[src/logic/lvgp_pkg.sv]
// Package with register map, field positions, reset values and timing counts of the pin block
package lvgp_pkg;
    localparam int LVGP_PINS = 4;
    localparam int LVGP_DW = 24;
    localparam int LVGP_AW = 6;
    localparam logic [5:0] PIN0_CONTROL_IDX = 6'h21;
    localparam logic [5:0] PIN1_CONTROL_IDX = 6'h22;
    localparam logic [5:0] PIN2_CONTROL_IDX = 6'h23;
    localparam logic [5:0] PIN3_CONTROL_IDX = 6'h24;
    localparam int F_DIR = 0;
    localparam int F_DIN = 1;
    localparam int F_DOUT = 2;
    localparam int F_SCHMITT = 3;
    localparam int F_FILT_LO = 4;
    localparam int F_EDGE_LO = 6;
    localparam int F_KEEPER = 8;
    localparam int F_OPEN_DRAIN = 9;
    localparam int F_STRONG = 10;
    localparam int F_PULL_ON = 11;
    localparam int F_PULL_LO = 12;
    localparam int F_RATE_LO = 14;
    localparam int F_USED_TOP = 15;
    // Writable bits; 1 (sensed level) and 23:16 are read-only
    localparam logic [23:0] CTRL_WMASK = 24'h00FFFD;
    localparam logic [23:0] CTRL_RESET = 24'h003808;
    localparam int CLK_HZ = 10_000_000;
    localparam int FILTER_STEP_MS = 10;
    localparam int FILTER_STEP_CYC = CLK_HZ / 1000 * FILTER_STEP_MS;
    typedef enum logic [1:0] {
        LVGP_EDGE_NONE = 2'b00,
        LVGP_EDGE_FALL = 2'b01,
        LVGP_EDGE_RISE = 2'b10,
        LVGP_EDGE_BOTH = 2'b11
    } lvgp_edge_t;
endpackage

[src/logic/lvgp_pin_if.sv]
// Interface carrying one pin's configuration and status between the register file and the pin filter
`timescale 1ns/1ps
interface lvgp_pin_if;
    logic [1:0] filt_sel;
    logic [1:0] edge_sel;
    logic raw_in;
    logic clean_in;
    logic edge_evt;
    modport ctrl (output filt_sel, output edge_sel, output raw_in, input clean_in, input edge_evt);
    modport filt (input filt_sel, input edge_sel, input raw_in, output clean_in, output edge_evt);
endinterface

[src/logic/lvgp_tick.sv]
// Divider giving a one-cycle pulse each filter step
`timescale 1ns/1ps
module lvgp_tick
    import lvgp_pkg::*;
#(
    parameter int STEP_CYC = FILTER_STEP_CYC
) (
    input wire logic mclk,
    input wire logic arst_n,
    output logic tick
);
    logic [31:0] cnt;
    wire last_step = (cnt == 32'(STEP_CYC - 1));

    always_ff @(posedge mclk or negedge arst_n) begin
        if (!arst_n) begin
            cnt <= 32'h0;
        end else begin
            cnt <= last_step ? 32'h0 : cnt + 32'h1;
        end
    end

    assign tick = last_step;
endmodule

[src/logic/lvgp_filter.sv]
// Debounce filter and edge detector for one pin
`timescale 1ns/1ps
module lvgp_filter
    import lvgp_pkg::*;
(
    input wire logic mclk,
    input wire logic arst_n,
    input wire logic tick,
    lvgp_pin_if.filt pin
);
    logic clean;
    logic [1:0] steps;
    logic evt;
    wire differs = (pin.raw_in != clean);
    wire no_filter = (pin.filt_sel == 2'b00);
    wire settled = tick && (steps + 2'd1 >= pin.filt_sel);
    wire take = differs && (no_filter || settled);
    wire next_clean = take ? pin.raw_in : clean;
    wire rise = take && pin.raw_in;
    wire fall = take && !pin.raw_in;

    // Stable interval counted in whole filter steps; any bounce restarts it
    always_ff @(posedge mclk or negedge arst_n) begin
        if (!arst_n) begin
            steps <= 2'b00;
        end else if (!differs || take) begin
            steps <= 2'b00;
        end else if (tick) begin
            steps <= steps + 2'd1;
        end
    end

    always_ff @(posedge mclk or negedge arst_n) begin
        if (!arst_n) begin
            clean <= 1'b0;
            evt <= 1'b0;
        end else begin
            clean <= next_clean;
            evt <= (pin.edge_sel[0] && fall) || (pin.edge_sel[1] && rise);
        end
    end

    assign pin.clean_in = clean;
    assign pin.edge_evt = evt;
endmodule

[src/logic/lvgp_port.sv]
// Four low-voltage general-purpose pins with their control registers
`timescale 1ns/1ps
module lvgp_port
    import lvgp_pkg::*;
#(
    parameter int STEP_CYC = FILTER_STEP_CYC
) (
    input wire logic mclk,
    input wire logic arst_n,
    input wire logic reg_wr,
    input wire logic reg_rd,
    input wire logic [LVGP_AW-1:0] reg_addr,
    input wire logic [LVGP_DW-1:0] reg_wdata,
    output logic [LVGP_DW-1:0] reg_rdata,
    output logic reg_hit,
    input wire logic [LVGP_PINS-1:0] pin_in,
    output logic [LVGP_PINS-1:0] pin_out,
    output logic [LVGP_PINS-1:0] pin_oe,
    output logic [LVGP_PINS-1:0] schmitt_select,
    output logic [LVGP_PINS-1:0] level_keeper_on,
    output logic [LVGP_PINS-1:0] strong_drive_on,
    output logic [LVGP_PINS-1:0] pull_resistor_on,
    output logic [2*LVGP_PINS-1:0] pull_choice,
    output logic [2*LVGP_PINS-1:0] edge_rate,
    output logic [LVGP_PINS-1:0] pin_edge_event
);
    // Maps a register number to a pin index; valid flag in bit 2
    function automatic logic [2:0] pin_decode(input logic [LVGP_AW-1:0] a);
        logic [2:0] r;
        r = 3'b000;
        if (a == PIN0_CONTROL_IDX) begin
            r = 3'b100;
        end else if (a == PIN1_CONTROL_IDX) begin
            r = 3'b101;
        end else if (a == PIN2_CONTROL_IDX) begin
            r = 3'b110;
        end else if (a == PIN3_CONTROL_IDX) begin
            r = 3'b111;
        end
        return r;
    endfunction

    logic [LVGP_DW-1:0] ctrl [LVGP_PINS];
    logic [LVGP_DW-1:0] rdata;
    logic tick;
    logic [LVGP_PINS-1:0] sensed;
    logic [LVGP_PINS-1:0] evt;

    wire [2:0] dec = pin_decode(reg_addr);
    wire sel_ok = dec[2];
    wire [1:0] sel_idx = dec[1:0];

    lvgp_tick #(.STEP_CYC(STEP_CYC)) u_tick (
        .mclk(mclk),
        .arst_n(arst_n),
        .tick(tick)
    );

    for (genvar i = 0; i < LVGP_PINS; i++) begin : g_pin
        lvgp_pin_if pif ();
        wire is_out = ctrl[i][F_DIR];
        wire level = ctrl[i][F_DOUT];
        wire od = ctrl[i][F_OPEN_DRAIN];

        assign pif.filt_sel = ctrl[i][F_FILT_LO+1:F_FILT_LO];
        assign pif.edge_sel = ctrl[i][F_EDGE_LO+1:F_EDGE_LO];
        assign pif.raw_in = pin_in[i];

        lvgp_filter u_filt (
            .mclk(mclk),
            .arst_n(arst_n),
            .tick(tick),
            .pin(pif)
        );

        assign sensed[i] = pif.clean_in;
        assign evt[i] = pif.edge_evt;
        assign pin_out[i] = od ? 1'b0 : level;
        assign pin_oe[i] = is_out && !(od && level);
        assign schmitt_select[i] = ctrl[i][F_SCHMITT];
        assign level_keeper_on[i] = ctrl[i][F_KEEPER];
        assign strong_drive_on[i] = ctrl[i][F_STRONG];
        assign pull_resistor_on[i] = ctrl[i][F_PULL_ON];
        assign pull_choice[2*i+:2] = ctrl[i][F_PULL_LO+1:F_PULL_LO];
        assign edge_rate[2*i+:2] = ctrl[i][F_RATE_LO+1:F_RATE_LO];

        always_ff @(posedge mclk or negedge arst_n) begin
            if (!arst_n) begin
                ctrl[i] <= CTRL_RESET;
            end else if (reg_wr && sel_ok && sel_idx == 2'(i)) begin
                ctrl[i] <= reg_wdata & CTRL_WMASK;
            end
        end
    end

    // Sensed level replaces the stored bit 1 on reads
    always_comb begin
        rdata = '0;
        if (sel_ok) begin
            rdata = ctrl[sel_idx] & CTRL_WMASK;
            rdata[F_DIN] = sensed[sel_idx];
        end
    end

    always_ff @(posedge mclk or negedge arst_n) begin
        if (!arst_n) begin
            reg_rdata <= '0;
            pin_edge_event <= '0;
        end else begin
            reg_rdata <= reg_rd ? rdata : reg_rdata;
            pin_edge_event <= evt;
        end
    end

    assign reg_hit = sel_ok;
endmodule

[config.mk]
export PLATFORM = sky130hd
export DESIGN_NAME = lvgp_port
export DESIGN_NICKNAME = d
export VERILOG_FILES = /design/src/logic/lvgp_pkg.sv /design/src/logic/lvgp_pin_if.sv /design/src/logic/lvgp_tick.sv /design/src/logic/lvgp_filter.sv /design/src/logic/lvgp_port.sv
export SDC_FILE = /design/constraint.sdc
export NUM_CORES = 1
export LEC_CHECK = 0
export BUFFER_PORTS_ARGS = -buffer_cell sky130_fd_sc_hd__clkbuf_2
export CORE_MARGIN = 2
export CORE_UTILIZATION = 30
export DETAILED_ROUTE_END_ITERATION = 8
export HOLD_SLACK_MARGIN = 0.12
export PLACE_DENSITY = 0.6
export SYNTH_ARGS = -nofsm -noshare
export SYNTH_HDL_FRONTEND = slang
export SYNTH_SLANG_ARGS = --single-unit
export TNS_END_PERCENT = 1
[constraint.sdc]
create_clock -name mclk -period 2.58 [get_ports mclk]
set_clock_uncertainty 0.1 [all_clocks]
set_input_delay 0.516 -clock mclk [delete_from_list [all_inputs] [get_ports mclk]]
set_output_delay 0.516 -clock mclk [all_outputs]
set_load 0.01 [all_outputs]
## Word level (Yosys, flattened, before mapping)

Cells that the tools add are included.

- Bits in registers: 136
- Input port bits: 38
- Output and inout bits: 69
- Word-level logic and storage cells: 136

- $add $sub $neg: 5
- $lt $le $gt $ge: 6
- Equal/unequal tests: 12
- Multiplexer cells: 23
- Bitwise logic cells: 1
- Reductions and logical operators: 70

Operators with widths:

| cell | count |
|---|---|
| binary-select mux 24 bit (select 2 bit) | 1 |
| two-way mux 16 bit | 3 |
| logical AND 1 bit | 37 |
| adder 32 x 1 -> 32 bit (second input constant) | 1 |
| equality test 32 x 17 -> 1 bit (second input constant) | 1 |
| two-way mux 32 bit | 1 |
| equality test 6 bit (second input constant) | 4 |
| two-way mux 2 bit | 8 |
| zero test 1 bit | 12 |
| logical OR 1 bit | 12 |
| two-way mux 3 bit | 4 |
| zero test 2 bit | 5 |
| adder 2 x 1 -> 2 bit (second input constant) | 4 |
| >= comparator 2 bit | 4 |
| nonzero test 2 bit | 4 |
| two-way mux 1 bit | 5 |
| equality test 2 bit (second input constant) | 2 |
| inequality test 1 bit | 4 |
| >= comparator 3 bit (second input constant) | 1 |
| less-than comparator 2 x 3 -> 1 bit (second input constant) | 1 |
| NOT 2 -> 3 bit | 1 |
| binary-select mux 1 bit (select 2 bit) | 1 |
| equality test 2 x 1 -> 1 bit (second input constant) | 1 |

## Logic depth before layout (Yosys ltp)

Gate-level depths: netlist (run 1).

- Word-level depth: 10
- Mapped depth: 7
- Depth with buffers taken out: 5

## Cells and area by module

From an unflattened synthesis (run 1), not the netlist that was laid out.

- Cell total of the unflattened synthesis: 535
- Area total of the unflattened synthesis: 6502.5 um^2

Modules (own cells, without submodules):

| module | instances | cells each | area each (um^2) | sequential area each (um^2) |
|---|---|---|---|---|
| lvgp_port | 1 | 300 | 3893.7 | 2021.9 |
| lvgp_tick | 1 | 143 | 1567.8 | 800.8 |
| lvgp_filter | 4 | 23 | 260.2 | 100.1 |

## Least setup slack after synthesis (run 1)

Ideal clock, no wire load.

- Path kind: in2reg
- From: in reg_addr[0]
- To: reg ctrl[6] in the netlist's numbering
- Setup time: 0.125 ns
- Arrival time: 2.144 ns
- Required time: 2.355 ns
- Setup slack: 0.211 ns
- Stages on the path: 7
- Path buffers: 3
- Cells stage by stage: buf_2 > or4b_1 > buf_2 > nor3b_4 > nand2_4 > buf_6 > mux2_4

- Word-level cells in the longest chain between the ends: 7
- Elaborated cells between the ends (all ways): 11
- Classes of those cells: eq/ne: 5; mux: 4; reduce/logical: 2

Ends and longest elaborated chain:

| element | RTL line | text |
|---|---|---|
| start: declaration | lvgp_port.sv:12 | `input wire logic [LVGP_AW-1:0] reg_addr,` |
| equality test 6 bit | lvgp_port.sv:37 | `end else if (a == PIN3_CONTROL_IDX) begin` |
| two-way mux 3 bit | lvgp_port.sv:37 |  |
| two-way mux 3 bit | lvgp_port.sv:35 | `end else if (a == PIN2_CONTROL_IDX) begin` |
| two-way mux 3 bit | lvgp_port.sv:33 | `end else if (a == PIN1_CONTROL_IDX) begin` |
| two-way mux 3 bit * | lvgp_port.sv:31 | `if (a == PIN0_CONTROL_IDX) begin` |
| equality test 2 bit or logical AND 1 bit (tied branches) | lvgp_port.sv:90 | `end else if (reg_wr && sel_ok && sel_idx == 2'(i)) begin` |
| logical AND 1 bit * | lvgp_port.sv:90 |  |
| end signal: indexed assignment | lvgp_port.sv:91 | `ctrl[i] <= reg_wdata & CTRL_WMASK;` |
| end: declaration | lvgp_port.sv:43 | `logic [LVGP_DW-1:0] ctrl [LVGP_PINS];` |

Mark *: on every way between the ends. The rest lies on a longest branch, timed or not.
A chain may end at the register's enable or synchronous reset.

## Worst setup path after layout (run 1)

- From: in reg_addr[1]
- To: out reg_hit

- Word-level cells in the longest chain between the ends: 5
- Elaborated cells between the ends (all ways): 8
- Classes of those cells: eq/ne: 4; mux: 4

Ends and longest elaborated chain:

| element | RTL line | text |
|---|---|---|
| equality test 6 bit | lvgp_port.sv:37 |  |
| two-way mux 3 bit | lvgp_port.sv:37 |  |
| two-way mux 3 bit | lvgp_port.sv:35 |  |
| two-way mux 3 bit | lvgp_port.sv:33 |  |
| two-way mux 3 bit * | lvgp_port.sv:31 |  |
| end: declaration | lvgp_port.sv:15 | `output logic reg_hit,` |

Marks and branches as above.

==> results of run 1 <==
[Yosys cell counts (all sizes together), types with 2 or more instances]
cell	instances
or3	3
a221oi	15
nand2	10
nand3	35
nor2	19
nand4	21
a21oi	44
nor3b	3
or3b	2
a211oi	5
mux2	64
inv	11
xor2	14
and4	7
nor3	4
o22ai	3
dfrtp	112
nand2b	4
a41oi	3
o21ai	18
dfstp	16
ha	9
o41ai	4
xnor2	19
a21o	18
nor2b	13
a22oi	5
clkbuf	22
a21boi	4
nor4	7
and3	4
o31ai	5
a2111oi	4
buf	47
[cells in the final DEF, fill, tap and decap left out, types with 4 or more instances in the layout]
cell and instances:
a2111oi_0 4, nand3_1 35, clkbuf_2 88, buf_4 23, a21o_1 18, mux2_4 10, inv_6 6, ha_1 9
nor4_1 7, inv_1 11, a22oi_1 5, nor3_1 4, and4_1 7, clkbuf_16 17, xor2_1 14, a21oi_1 44
inv_8 6, dfstp_2 16, a211oi_1 4, o21ai_0 18, o41ai_1 4, conb_1 8, nand4_1 21, mux2_2 54
nor2_1 18, a21boi_0 4, and3_1 4, nor2b_1 13, nand2b_1 4, a221oi_1 15, nand2_1 9, xnor2_1 19
o31ai_1 5, dfrtp_1 112
[what timing repair did]
| action | CTS | global route |
|---|---|---|
| setup endpoints to repair | 0 | 0 |
| hold buffers | 1 | 0 |
| hold endpoints to repair | 34 | 0 |
[routing by layer]
layer | routed length, um | vias to the layer above | part of all wire [%]
li1 | - | 2263 | -
met1 | 7260 | 2444 | 45
met2 | 7820 | 123 | 48
met3 | 917 | 15 | 5.7
met4 | 161 | 0 | 1.0
met5 | 0 | - | 0
[stage by stage]
step	std cells	setup slack (ps)
after floorplan	592	211
after global placement	916	216
after detailed placement	916	191
after CTS	949	424
after global routing	949	336
final	949	430
[worst max-delay path, stage by stage]
cell,delay (ps)
clkbuf_2,170
or3b_2,530
a21oi_1,170
clkbuf_2,150
[power by group]
part	switching, W	leakage, nW	internal [W]
registers	0.000135	1.67	0.00219
clock network	0.00104	0.305	0.00148
logic	0.000318	1.58	0.000307
total	0.00150	3.56	0.00398
[final cells by class]
type                            count  area [um^2]  area share (%)
Sequential cell                   128         3220            41.4
Multi-Input combinational cell    384         2880            37.1
Timing Repair Buffer              114          663            8.53
Clock buffer                       17          425            5.47
Tap cell                          280          350            4.51
Clock inverter                     15          189            2.43
Inverter                           11         41.3           0.531
[how the worst max path moves through the flow]
stage          cells after the start                                        to  slack (ps)                     start
5_1_grt                            4  g_pin[1].u_filt.pin.clean_in$_DFFE_PN0P_         340  u_tick.cnt[13]$_DFF_PN0_
3_5_place_dp                       5                       ctrl[7]$_DFFE_PN0P_         190               reg_addr[4]
2_1_floorplan                      7                       ctrl[6]$_DFFE_PN0P_         210               reg_addr[0]
6_report                           4                                   reg_hit         430               reg_addr[1]
3_3_place_gp                       5            strong_drive_on[3]$_DFFE_PN0P_         220               reg_addr[4]
4_1_cts                            4                                   reg_hit         420               reg_addr[1]
[flip-flops by register name, indices dropped and copies added (netlist names)]
name	flops
level_keeper_on	4
edge_rate	8
g_pin.u_filt.pin.edge_evt	4
ctrl	28
g_pin.u_filt.steps	8
g_pin.u_filt.pin.clean_in	4
pull_resistor_on	4
u_tick.cnt	32
pin_edge_event	4
pull_choice	8
schmitt_select	4
strong_drive_on	4
reg_rdata	16
[cells by family after synthesis]
kind of cell / count (synthesis) / synth area share, %
AND/OR/NAND/NOR: 137 / 12.2
buffers and inverters: 80 / 7.12
flip-flops: 128 / 49.3
AO/OA/AOI/OAI: 132 / 13.4
adder cells (fa/ha/maj): 9 / 1.72
multiplexers: 65 / 11.8
XOR/XNOR: 33 / 4.42
other: 1 / 0.0574
==> flow_metrics.py, run 1 <==
metrics = {
    "status": {
        "status": "finished, final reports clean",
    },
    "worst_setup_path": {
        "ff2ff_setup_slack_ps": 470,
        "cp_data_required_time_ps": 1960,
        "worstSetupEndpointType": "output port",
        "critical_path_class": "input pin to output port",
        "reg2reg_to": "g_pin[0].u_filt.pin.clean_in$_DFFE_PN0P_",
        "cp-start-kind": "input pin",
        "worst-path-max-fanout": 8,
        "r2r_cells": 4,
        "worstPathArrival_ps": 1530,
        "rr_startpoint": "u_tick.cnt[11]$_DFF_PN0_",
    },
    "sta": {
        "fmax_mhz": 465,
        "timing_hold_violations_final": 0,
        "min_period_ps": 2150,
        "setup_viol": 0,
        "fin_setup_tns_ps": 0,
        "maxSlewHeadroom_pct": 51.5,
        "tightest_slew_ps": 725,
        "min_period_over_period_pct": 83.3,
        "timing.hold.ws_ps": 253,
        "slew_violations": 0,
        "grt_setup_unrepaired": "false",
    },
    "synth": {
        "synth_area_leader_cell": "dfrtp_1",
        "synth_cell_types": 52,
        "ys_ff_latch": 128,
        "synthTopCellsByArea": "dfrtp_1 43%, mux2_2 9.3%, dfstp_2 6.4%",
        "syn_area_mm2": 0.00654,
        "yosysWarningCount": 0,
        "synth_edf_count": 0,
        "synthCells": 585,
        "synth_top_cell_area_share_pct": 42.9,
        "ys_seq_area_share_pct": 49.3,
        "syn_area_per_cell_um2": 11.2,
        "synthFlopType": "dfrtp_1",
        "async_flop_share_pct": 100,
    },
    "die": {
        "boundaryPins": 107,
        "dieArea_mm2": 0.0230,
        "initial_core_util_pct": 30.2,
        "die_h_um": 152,
        "die_w_um": 152,
        "core_area_mm2": 0.0216,
        "num_rows": 54,
    },
    "grt": {
        "grt_pass1_vias": 4817,
        "grt_max_degree": 48,
        "use_met2_pct": 24.1,
        "grt_remaining_overflow": 0,
        "antenna_found_initial": 0,
        "grtUsageMet3_pct": 3.92,
        "busiest_layer": "met2",
        "track_usage_pct": 14.7,
        "use_met1_pct": 19.2,
        "grt_pass1_wl_um": 25900,
    },
    "detailed_routing": {
        "wl_per_cell_um": 17.0,
        "drc_errors": 0,
        "drt_first_iter_violations": 262,
        "routed_via_density": 5.11,
        "routed_wl_um": 16200,
        "firstDrtPassIters": 4,
        "vias": 4845,
        "ant_nets": 0,
    },
    "finish": {
        "final_area_mm2": 0.00778,
        "insertedDiodeCount": 0,
        "syn_to_final_growth_pct": 18.9,
        "drive_above_1_share_pct": 34.8,
        "final_util_pct": 36.0,
        "fillers": 2166,
        "nNetsFinal": 703,
    },
    "worst_hold_path": {
        "whs_path_depth": 0,
        "min_path_type": "flip-flop to flip-flop",
        "min_to": "pin_edge_event[1]$_DFF_PN0_",
        "min_from": "g_pin[1].u_filt.pin.edge_evt$_DFF_PN0_",
    },
    "cts": {
        "clkSinkCount": 128,
        "clockBufferDepth": 2,
        "cts.repair.resized": 0,
        "cts.htree.levels": 4,
        "cts-root-buf": "clkbuf_16",
        "cts_setup_buffers": 0,
        "insertion_delay_ps": 420,
        "clk_pin_slew_worst_paths_ps": 60,
        "cts_tree": "done",
        "cts_buffers": 17,
    },
    "pwr": {
        "peakVddDrop_uv": 437,
        "p_leak_nw": 3.56,
        "power_density_mw_per_mm2": 704,
        "power_w": 0.00547,
    },
    "place": {
        "hpwl_um": 11200,
        "gp_congestion": 0.779,
        "port_buffers": 89,
        "place_area_mm2": 0.00715,
    },
    "flow_run": {
        "max_cap_viol_count": 0,
    },
}
Power figures use the tool's default switching activity.
==> run 2, diff against run 1 <==
--- a/config.mk
+++ b/config.mk
@@ -5,12 +5,13 @@
 export SDC_FILE = /design/constraint.sdc
 export NUM_CORES = 1
 export LEC_CHECK = 0
+export ABC_AREA = 1
 export BUFFER_PORTS_ARGS = -buffer_cell sky130_fd_sc_hd__clkbuf_2
 export CORE_MARGIN = 2
 export CORE_UTILIZATION = 30
 export DETAILED_ROUTE_END_ITERATION = 8
 export HOLD_SLACK_MARGIN = 0.12
-export PLACE_DENSITY = 0.6
+export PLACE_DENSITY = 0.61
 export SYNTH_ARGS = -nofsm -noshare
 export SYNTH_HDL_FRONTEND = slang
 export SYNTH_SLANG_ARGS = --single-unit
==> constraint.sdc (replaced) <==
create_clock -name mclk -period 1.9 [get_ports mclk]
set_clock_uncertainty 0.1 [all_clocks]
set_input_delay 0.38 -clock mclk [delete_from_list [all_inputs] [get_ports mclk]]
set_output_delay 0.38 -clock mclk [all_outputs]
set_load 0.01 [all_outputs]
==> run 2 against run 1 <==
  * First-iteration DRC count increased by 13%
  * Critical path type unchanged
  * Non-clock buffer count up 36
  * Critical endpoint unchanged
  * Design area increased by 10%
  * Synthesized area rose by 6.7%
  * Sequential power up 39%
==> flow_metrics.py, run 2 <==
metrics = {
    "synth": {
        "ys_ff_latch": 128,
        "synth_most_common_cell": "nand2_1",
        "yosysWarningCount": 0,
        "ys_seq_area_share_pct": 46.2,
        "synthCells": 937,
        "syn_area_mm2": 0.00697,
        "synthFlopType": "dfrtp_1",
        "synth_cell_types": 30,
        "synthTopCellsByArea": "dfrtp_1 40%, nand2_1 15%, inv_1 8.6%",
        "synth_top_cell_area_share_pct": 40.2,
        "yosys-top-cells-count": "271 x nand2_1, 160 x inv_1, 112 x dfrtp_1",
        "synth_area_leader_cell": "dfrtp_1",
        "async_flop_share_pct": 100,
        "synth_edf_count": 0,
        "syn_area_per_cell_um2": 7.44,
    },
    "cts": {
        "clockBufferDepth": 2,
        "cts_tree": "done",
        "clkSinkCount": 128,
        "insertion_delay_ps": 420,
        "cts.htree.levels": 4,
        "cts-root-buf": "clkbuf_16",
        "cts_buffers": 17,
        "clk_pin_slew_worst_paths_ps": 60,
    },
    "finish": {
        "largestRegisters": "u_tick.cnt x32, ctrl x28, reg_rdata x16",
        "final_area_mm2": 0.00858,
        "fillers": 2390,
        "layout_common_cells": "271 x nand2_1, 160 x inv_1, 112 x dfrtp_1",
        "final_common_cell": "nand2_1",
        "nNetsFinal": 1098,
        "largest_register_ffs": 32,
        "insertedDiodeCount": 0,
        "drive_above_1_share_pct": 19.5,
        "layout.cells.non_filler": 1349,
        "final_util_pct": 37.8,
        "syn_to_final_growth_pct": 23.0,
        "regMostFlops": "u_tick.cnt",
    },
    "grt": {
        "grt_max_degree": 45,
        "grt_pass1_wl_um": 30000,
        "grt_remaining_overflow": 0,
        "antenna_found_initial": 0,
        "grt_pass1_vias": 6001,
        "track_usage_pct": 15.7,
    },
    "pwr": {
        "p_leak_nw": 4.44,
        "power_density_mw_per_mm2": 888,
        "peakVddDrop_uv": 550,
    },
    "worst_hold_path": {
        "min_path_type": "input pin to flip-flop",
    },
    "place": {
        "place_area_mm2": 0.00780,
        "port_buffers": 89,
        "gp_congestion": 0.886,
        "pre_cts_ws_ps": 69.3,
        "hpwl_um": 13500,
        "dpl.cell_count": 1299,
    },
    "detailed_routing": {
        "firstDrtPassIters": 6,
        "drc_errors": 0,
        "routed_wl_um": 17900,
        "drt_first_iter_violations": 295,
        "ant_nets": 0,
        "wl_per_cell_um": 13.3,
        "routed_via_density": 4.45,
        "vias": 5997,
    },
    "worst_setup_path": {
        "worstSetupEndpointType": "output port",
        "worstPathArrival_ps": 1340,
        "worst-path-max-fanout": 4,
        "critical_path_class": "input pin to output port",
        "cp_data_required_time_ps": 1420,
        "cp-start-kind": "input pin",
    },
    "die": {
        "dieArea_mm2": 0.0245,
        "initial_core_util_pct": 30.7,
        "die_h_um": 156,
        "core_area_mm2": 0.0227,
        "die_w_um": 156,
        "boundaryPins": 107,
        "num_rows": 55,
    },
    "sta": {
        "min_period_ps": 1820,
        "final.setup.worst_slack_ps": 76.6,
        "min_period_over_period_pct": 96.0,
        "setup_viol": 0,
        "timing_hold_violations_final": 0,
        "grt_setup_unrepaired": "true",
        "slew_violations": 0,
        "fmax_mhz": 548,
    },
    "flow_run": {
        "max_cap_viol_count": 0,
    },
    "status": {
        "status": "finished, final reports clean",
    },
}
==> run 2: layout make-up <==
| cell class | instances | area (um^2) | share of cell area [%] |
|---|---|---|---|
| sequential | 128 | 3220 | 37.6 |
| multi-input combinational | 590 | 2770 | 32.3 |
| timing repair buffer | 150 | 1030 | 12.0 |
| inverter | 164 | 616 | 7.18 |
| clock buffer | 18 | 429 | 5.00 |
| tap | 285 | 357 | 4.16 |
| clock inverter | 14 | 155 | 1.81 |
==> run 2: through the flow <==
step | total power [W] | hold WS, ps | setup TNS [ps]
3_5_place_dp | 0.00434 | 160 | 0
3_3_place_gp | 0.00432 | 163 | 0
2_1_floorplan | 0.00399 | -15.6 | 0
6_report | 0.00762 | 144 | 0
5_1_grt | 0.00802 | 138 | -23.6
4_1_cts | 0.00771 | 135 | 0
==> run 2: worst max-delay path: stages <==
cell	delay [ps]
clkbuf_2	110
inv_1	70
nand3_1	140
nor2_1	320
nor2_4	80
nand2_1	80
clkbuf_2	160
==> run 2: final timing paths <==
kind | start | endpoint | slack, ps | depth (start not counted)
worst max-delay path | reg_addr[1] | reg_hit | 80 | 7
worst min-delay path | reg_wdata[7] | ctrl[7]$_DFFE_PN0P_ | 140 | 3
worst max register to register | u_tick.cnt[0]$_DFF_PN0_ | g_pin[3].u_filt.pin.edge_evt$_DFF_PN0_ | 160 | 12
worst min register to register | g_pin[3].u_filt.pin.edge_evt$_DFF_PN0_ | pin_edge_event[3]$_DFF_PN0_ | 250 | 0
max in group asynchronous | arst_n | u_tick.cnt[29]$_DFF_PN0_ | 830 | 3
min in group asynchronous | arst_n | u_tick.cnt[24]$_DFF_PN0_ | 290 | 2
==> run 2: report_power, final <==
part           switching, W  total [W]  leakage (nW)  internal, W
registers          0.000189    0.00323          1.62      0.00304
clock network       0.00134    0.00330         0.283      0.00196
logic              0.000667    0.00109          2.54     0.000423
==> run 2: per-layer routing <==
layer  track usage (%)  up-vias  share of wire, %  wire (um)
met5                 0        -                 0          0
met4              5.24        0               1.8        322
met3              4.98       25               7.1       1270
met2              25.8      148                47       8440
met1              19.5     2788                44       7920
li1                  -     3036                 -          -
==> run 2: what timing repair did <==
item,4_1_cts,5_1_grt
endpoints found under the setup margin,0,12
buffers inserted,0,1
gates resized for setup,0,4
hold buffers,17,0
hold endpoints to repair,147,0
==> run 2: logic make-up (layout without fill, tap and decap cells) <==
family                     Yosys count  in the layout  synth area share [%]
and+or+nand+nor                    457            457                  27.4
DFF                                128            128                  46.2
other                                1              8                0.0538
AOI/OAI and AO/OA                   91             91                  6.87
buffers and inverters              226            346                  14.7
adders and majority gates            9              9                  1.61
xor gates and xnor gates            25             25                  3.14
==> run 3, diff against run 2 <==
--- a/config.mk
+++ b/config.mk
@@ -6,12 +6,12 @@
 export NUM_CORES = 1
 export LEC_CHECK = 0
 export ABC_AREA = 1
-export BUFFER_PORTS_ARGS = -buffer_cell sky130_fd_sc_hd__clkbuf_2
 export CORE_MARGIN = 2
-export CORE_UTILIZATION = 30
+export CORE_UTILIZATION = 45
 export DETAILED_ROUTE_END_ITERATION = 8
+export DONT_BUFFER_PORTS = 1
 export HOLD_SLACK_MARGIN = 0.12
-export PLACE_DENSITY = 0.61
+export PLACE_DENSITY = 0.74
 export SYNTH_ARGS = -nofsm -noshare
 export SYNTH_HDL_FRONTEND = slang
 export SYNTH_SLANG_ARGS = --single-unit
==> run 3 against run 2 <==
  * The run now ends with hold timing left
  * Via count down 5.4%
  * Die area down 33%
  * Setup slack better by 48 ps
  * Register-to-register slack worse by 40 ps
  * Cell count down 15%
  * Combinational power down 33%
  * Wire length down 11%
  * Maximum frequency up 2.7%
  * Sequential cell count unchanged
  * Non-clock buffer count down 107
  * Critical path type is now flip-flop to flip-flop
  * Largest power group unchanged
==> flow_metrics.py, run 3 (synthesis results as in run 2) <==
metrics = {
    "status": {
        "status": "complete, but fails checks",
        "violations": "hold timing",
    },
    "pwr": {
        "p_leak_nw": 3.95,
        "peakVddDrop_uv": 858,
        "power_density_mw_per_mm2": 945,
    },
    "grt": {
        "grt_pass1_vias": 5638,
        "grt_remaining_overflow": 0,
        "grt_pass1_wl_um": 27300,
        "track_usage_pct": 20.8,
        "grt_max_degree": 129,
        "antenna_found_initial": 0,
    },
    "cts": {
        "insertion_delay_ps": 410,
        "clk_pin_slew_worst_paths_ps": 50,
        "cts_buffers": 17,
        "cts-root-buf": "clkbuf_16",
        "hold_buffers": 20,
        "cts.htree.levels": 4,
        "clkSinkCount": 128,
        "clockBufferDepth": 2,
        "cts_tree": "done",
    },
    "sta": {
        "timing.hold.ws_ps": -427,
        "timing_hold_violations_final": 128,
        "final.setup.worst_slack_ps": 125,
        "grt_setup_unrepaired": "true",
        "fmax_mhz": 563,
        "slew_violations": 0,
        "setup_viol": 0,
        "min_period_ps": 1780,
        "min_period_over_period_pct": 93.4,
    },
    "worst_setup_path": {
        "worstPathArrival_ps": 2010,
        "worst-path-max-fanout": 12,
        "critPathBufInv": 2,
        "crit_path_max_incr_delay_ps": 370,
        "cp-start-kind": "flip-flop",
        "cp_data_required_time_ps": 2130,
        "cpLargestDelayFamily": "simple AND/OR/NAND/NOR gates",
        "worstSetupEndpointType": "flip-flop",
        "critical_path_class": "flip-flop to flip-flop",
        "slowest_stage": "dfrtp_1",
        "path_cells": "ha_2 -> nand2_2 -> inv_2 -> nand2_2 -> nor2_1 -> nand2_1 -> nor2_4 -> buf_12 -> nand2_1 -> nand2_1 -> nand2_1 -> nor2_1",
        "cpMostUsedCell": "nand2_1",
    },
    "die": {
        "initial_core_util_pct": 46.0,
        "boundaryPins": 107,
        "dieArea_mm2": 0.0165,
        "die_h_um": 128,
        "core_area_mm2": 0.0151,
        "die_w_um": 128,
        "num_rows": 45,
    },
    "worst_hold_path": {
        "min_path_type": "input pin to asynchronous set/reset pin",
    },
    "finish": {
        "regMostFlops": "u_tick.cnt",
        "syn_to_final_growth_pct": 12.5,
        "nNetsFinal": 991,
        "drive_above_1_share_pct": 10.1,
        "final_common_cell": "nand2_1",
        "largestRegisters": "u_tick.cnt x32, ctrl x28, reg_rdata x16",
        "largest_register_ffs": 32,
        "insertedDiodeCount": 0,
        "layout_common_cells": "269 x nand2_1, 160 x inv_1, 112 x dfrtp_1",
        "fillers": 1396,
    },
    "detailed_routing": {
        "wl_per_cell_um": 14.0,
        "routed_wl_um": 16000,
        "routed_via_density": 4.95,
        "firstDrtPassIters": 5,
        "ant_nets": 0,
        "drc_errors": 0,
        "vias": 5672,
        "drt_first_iter_violations": 435,
    },
    "place": {
        "pre_cts_ws_ps": 71.8,
        "hpwl_um": 11400,
        "gp_congestion": 0.898,
        "port_buffers": 0,
    },
    "flow_run": {
        "max_cap_viol_count": 0,
    },
}
[run 3: changes by cell type in the layout (fill, tap and decap cells not counted), sizes merged]
| cell | delta |
|---|---|
| clkinv | +1 |
| inv | -5 |
| clkbuf | -85 |
| buf | -22 |
| bufinv | +1 |
| dlygate4sd3 | +3 |
[run 3: layer usage]
metal	vias up	track usage [%]	wire (um)	part of all wire, %
met5	-	0	0	0
met4	0	6.33	208	1.3
met3	18	6.53	1330	8.3
met2	208	34.3	7590	47
met1	2610	26.5	6900	43
li1	2836	-	-	-
[run 3: repair_timing]
item,CTS,global route
endpoints found under the hold margin,204,128
setup endpoints to repair,0,19
setup buffers,0,2
gates resized for setup,0,6
[run 3: final cells by class]
cell class | count | area, um^2 | share of cell area (%)
clock inverters | 11 | 158 | 2.01
flip-flops and latches | 128 | 3220 | 41.1
multi-input cells | 590 | 2780 | 35.4
clock buffers | 21 | 450 | 5.74
repair buffers | 43 | 385 | 4.91
inverters | 164 | 616 | 7.85
well taps | 188 | 235 | 3.00
[run 3: worst register-to-register path: cells and delay by family (launching register included)]
kind / cells / cell delay, ps
AND/OR/NAND/NOR: 9 / 810
adder cells (fa/ha/maj): 1 / 210
buffers and inverters: 2 / 230
flip-flops: 1 / 370
[run 3: power by group]
group          switching (W)  total [W]  internal [W]  leakage, nW
sequential          0.000283    0.00332       0.00304         1.62
clock                0.00125    0.00336       0.00212        0.288
combinational       0.000443   0.000725      0.000282         2.04
total                0.00197    0.00741       0.00544         3.95
[run 3: final timing paths]
check                                                        from                                   end  slack [ps]  cells after the start
max                                       u_tick.cnt[0]$_DFF_PN0_  g_pin[1].u_filt.steps[1]$_DFFE_PN0P_         120                     12
max in group asynchronous                                  arst_n         schmitt_select[3]$_DFFE_PN1P_        1780                      0
min reg2reg                g_pin[3].u_filt.pin.edge_evt$_DFF_PN0_           pin_edge_event[3]$_DFF_PN0_         250                      0
min in group mclk                                          reg_rd              reg_rdata[4]$_DFFE_PN0P_         200                      4
min                                                        arst_n               u_tick.cnt[4]$_DFF_PN0_        -430                      0
max reg2reg                               u_tick.cnt[0]$_DFF_PN0_  g_pin[1].u_filt.steps[1]$_DFFE_PN0P_         120                     12
[run 3: through the flow]
stage	setup TNS [ps]	util, %	power [W]	instances	cell area [um^2]
finish	0	51.8	0.00741	1145	7840
global route	-132	51.8	0.00775	1145	7840
CTS	0	51.6	0.00747	1143	7810
detailed placement	0	46.2	0.00404	1091	7000
global placement	0	46.2	0.00401	1091	7000
floorplan	0	-	0.00399	944	7000
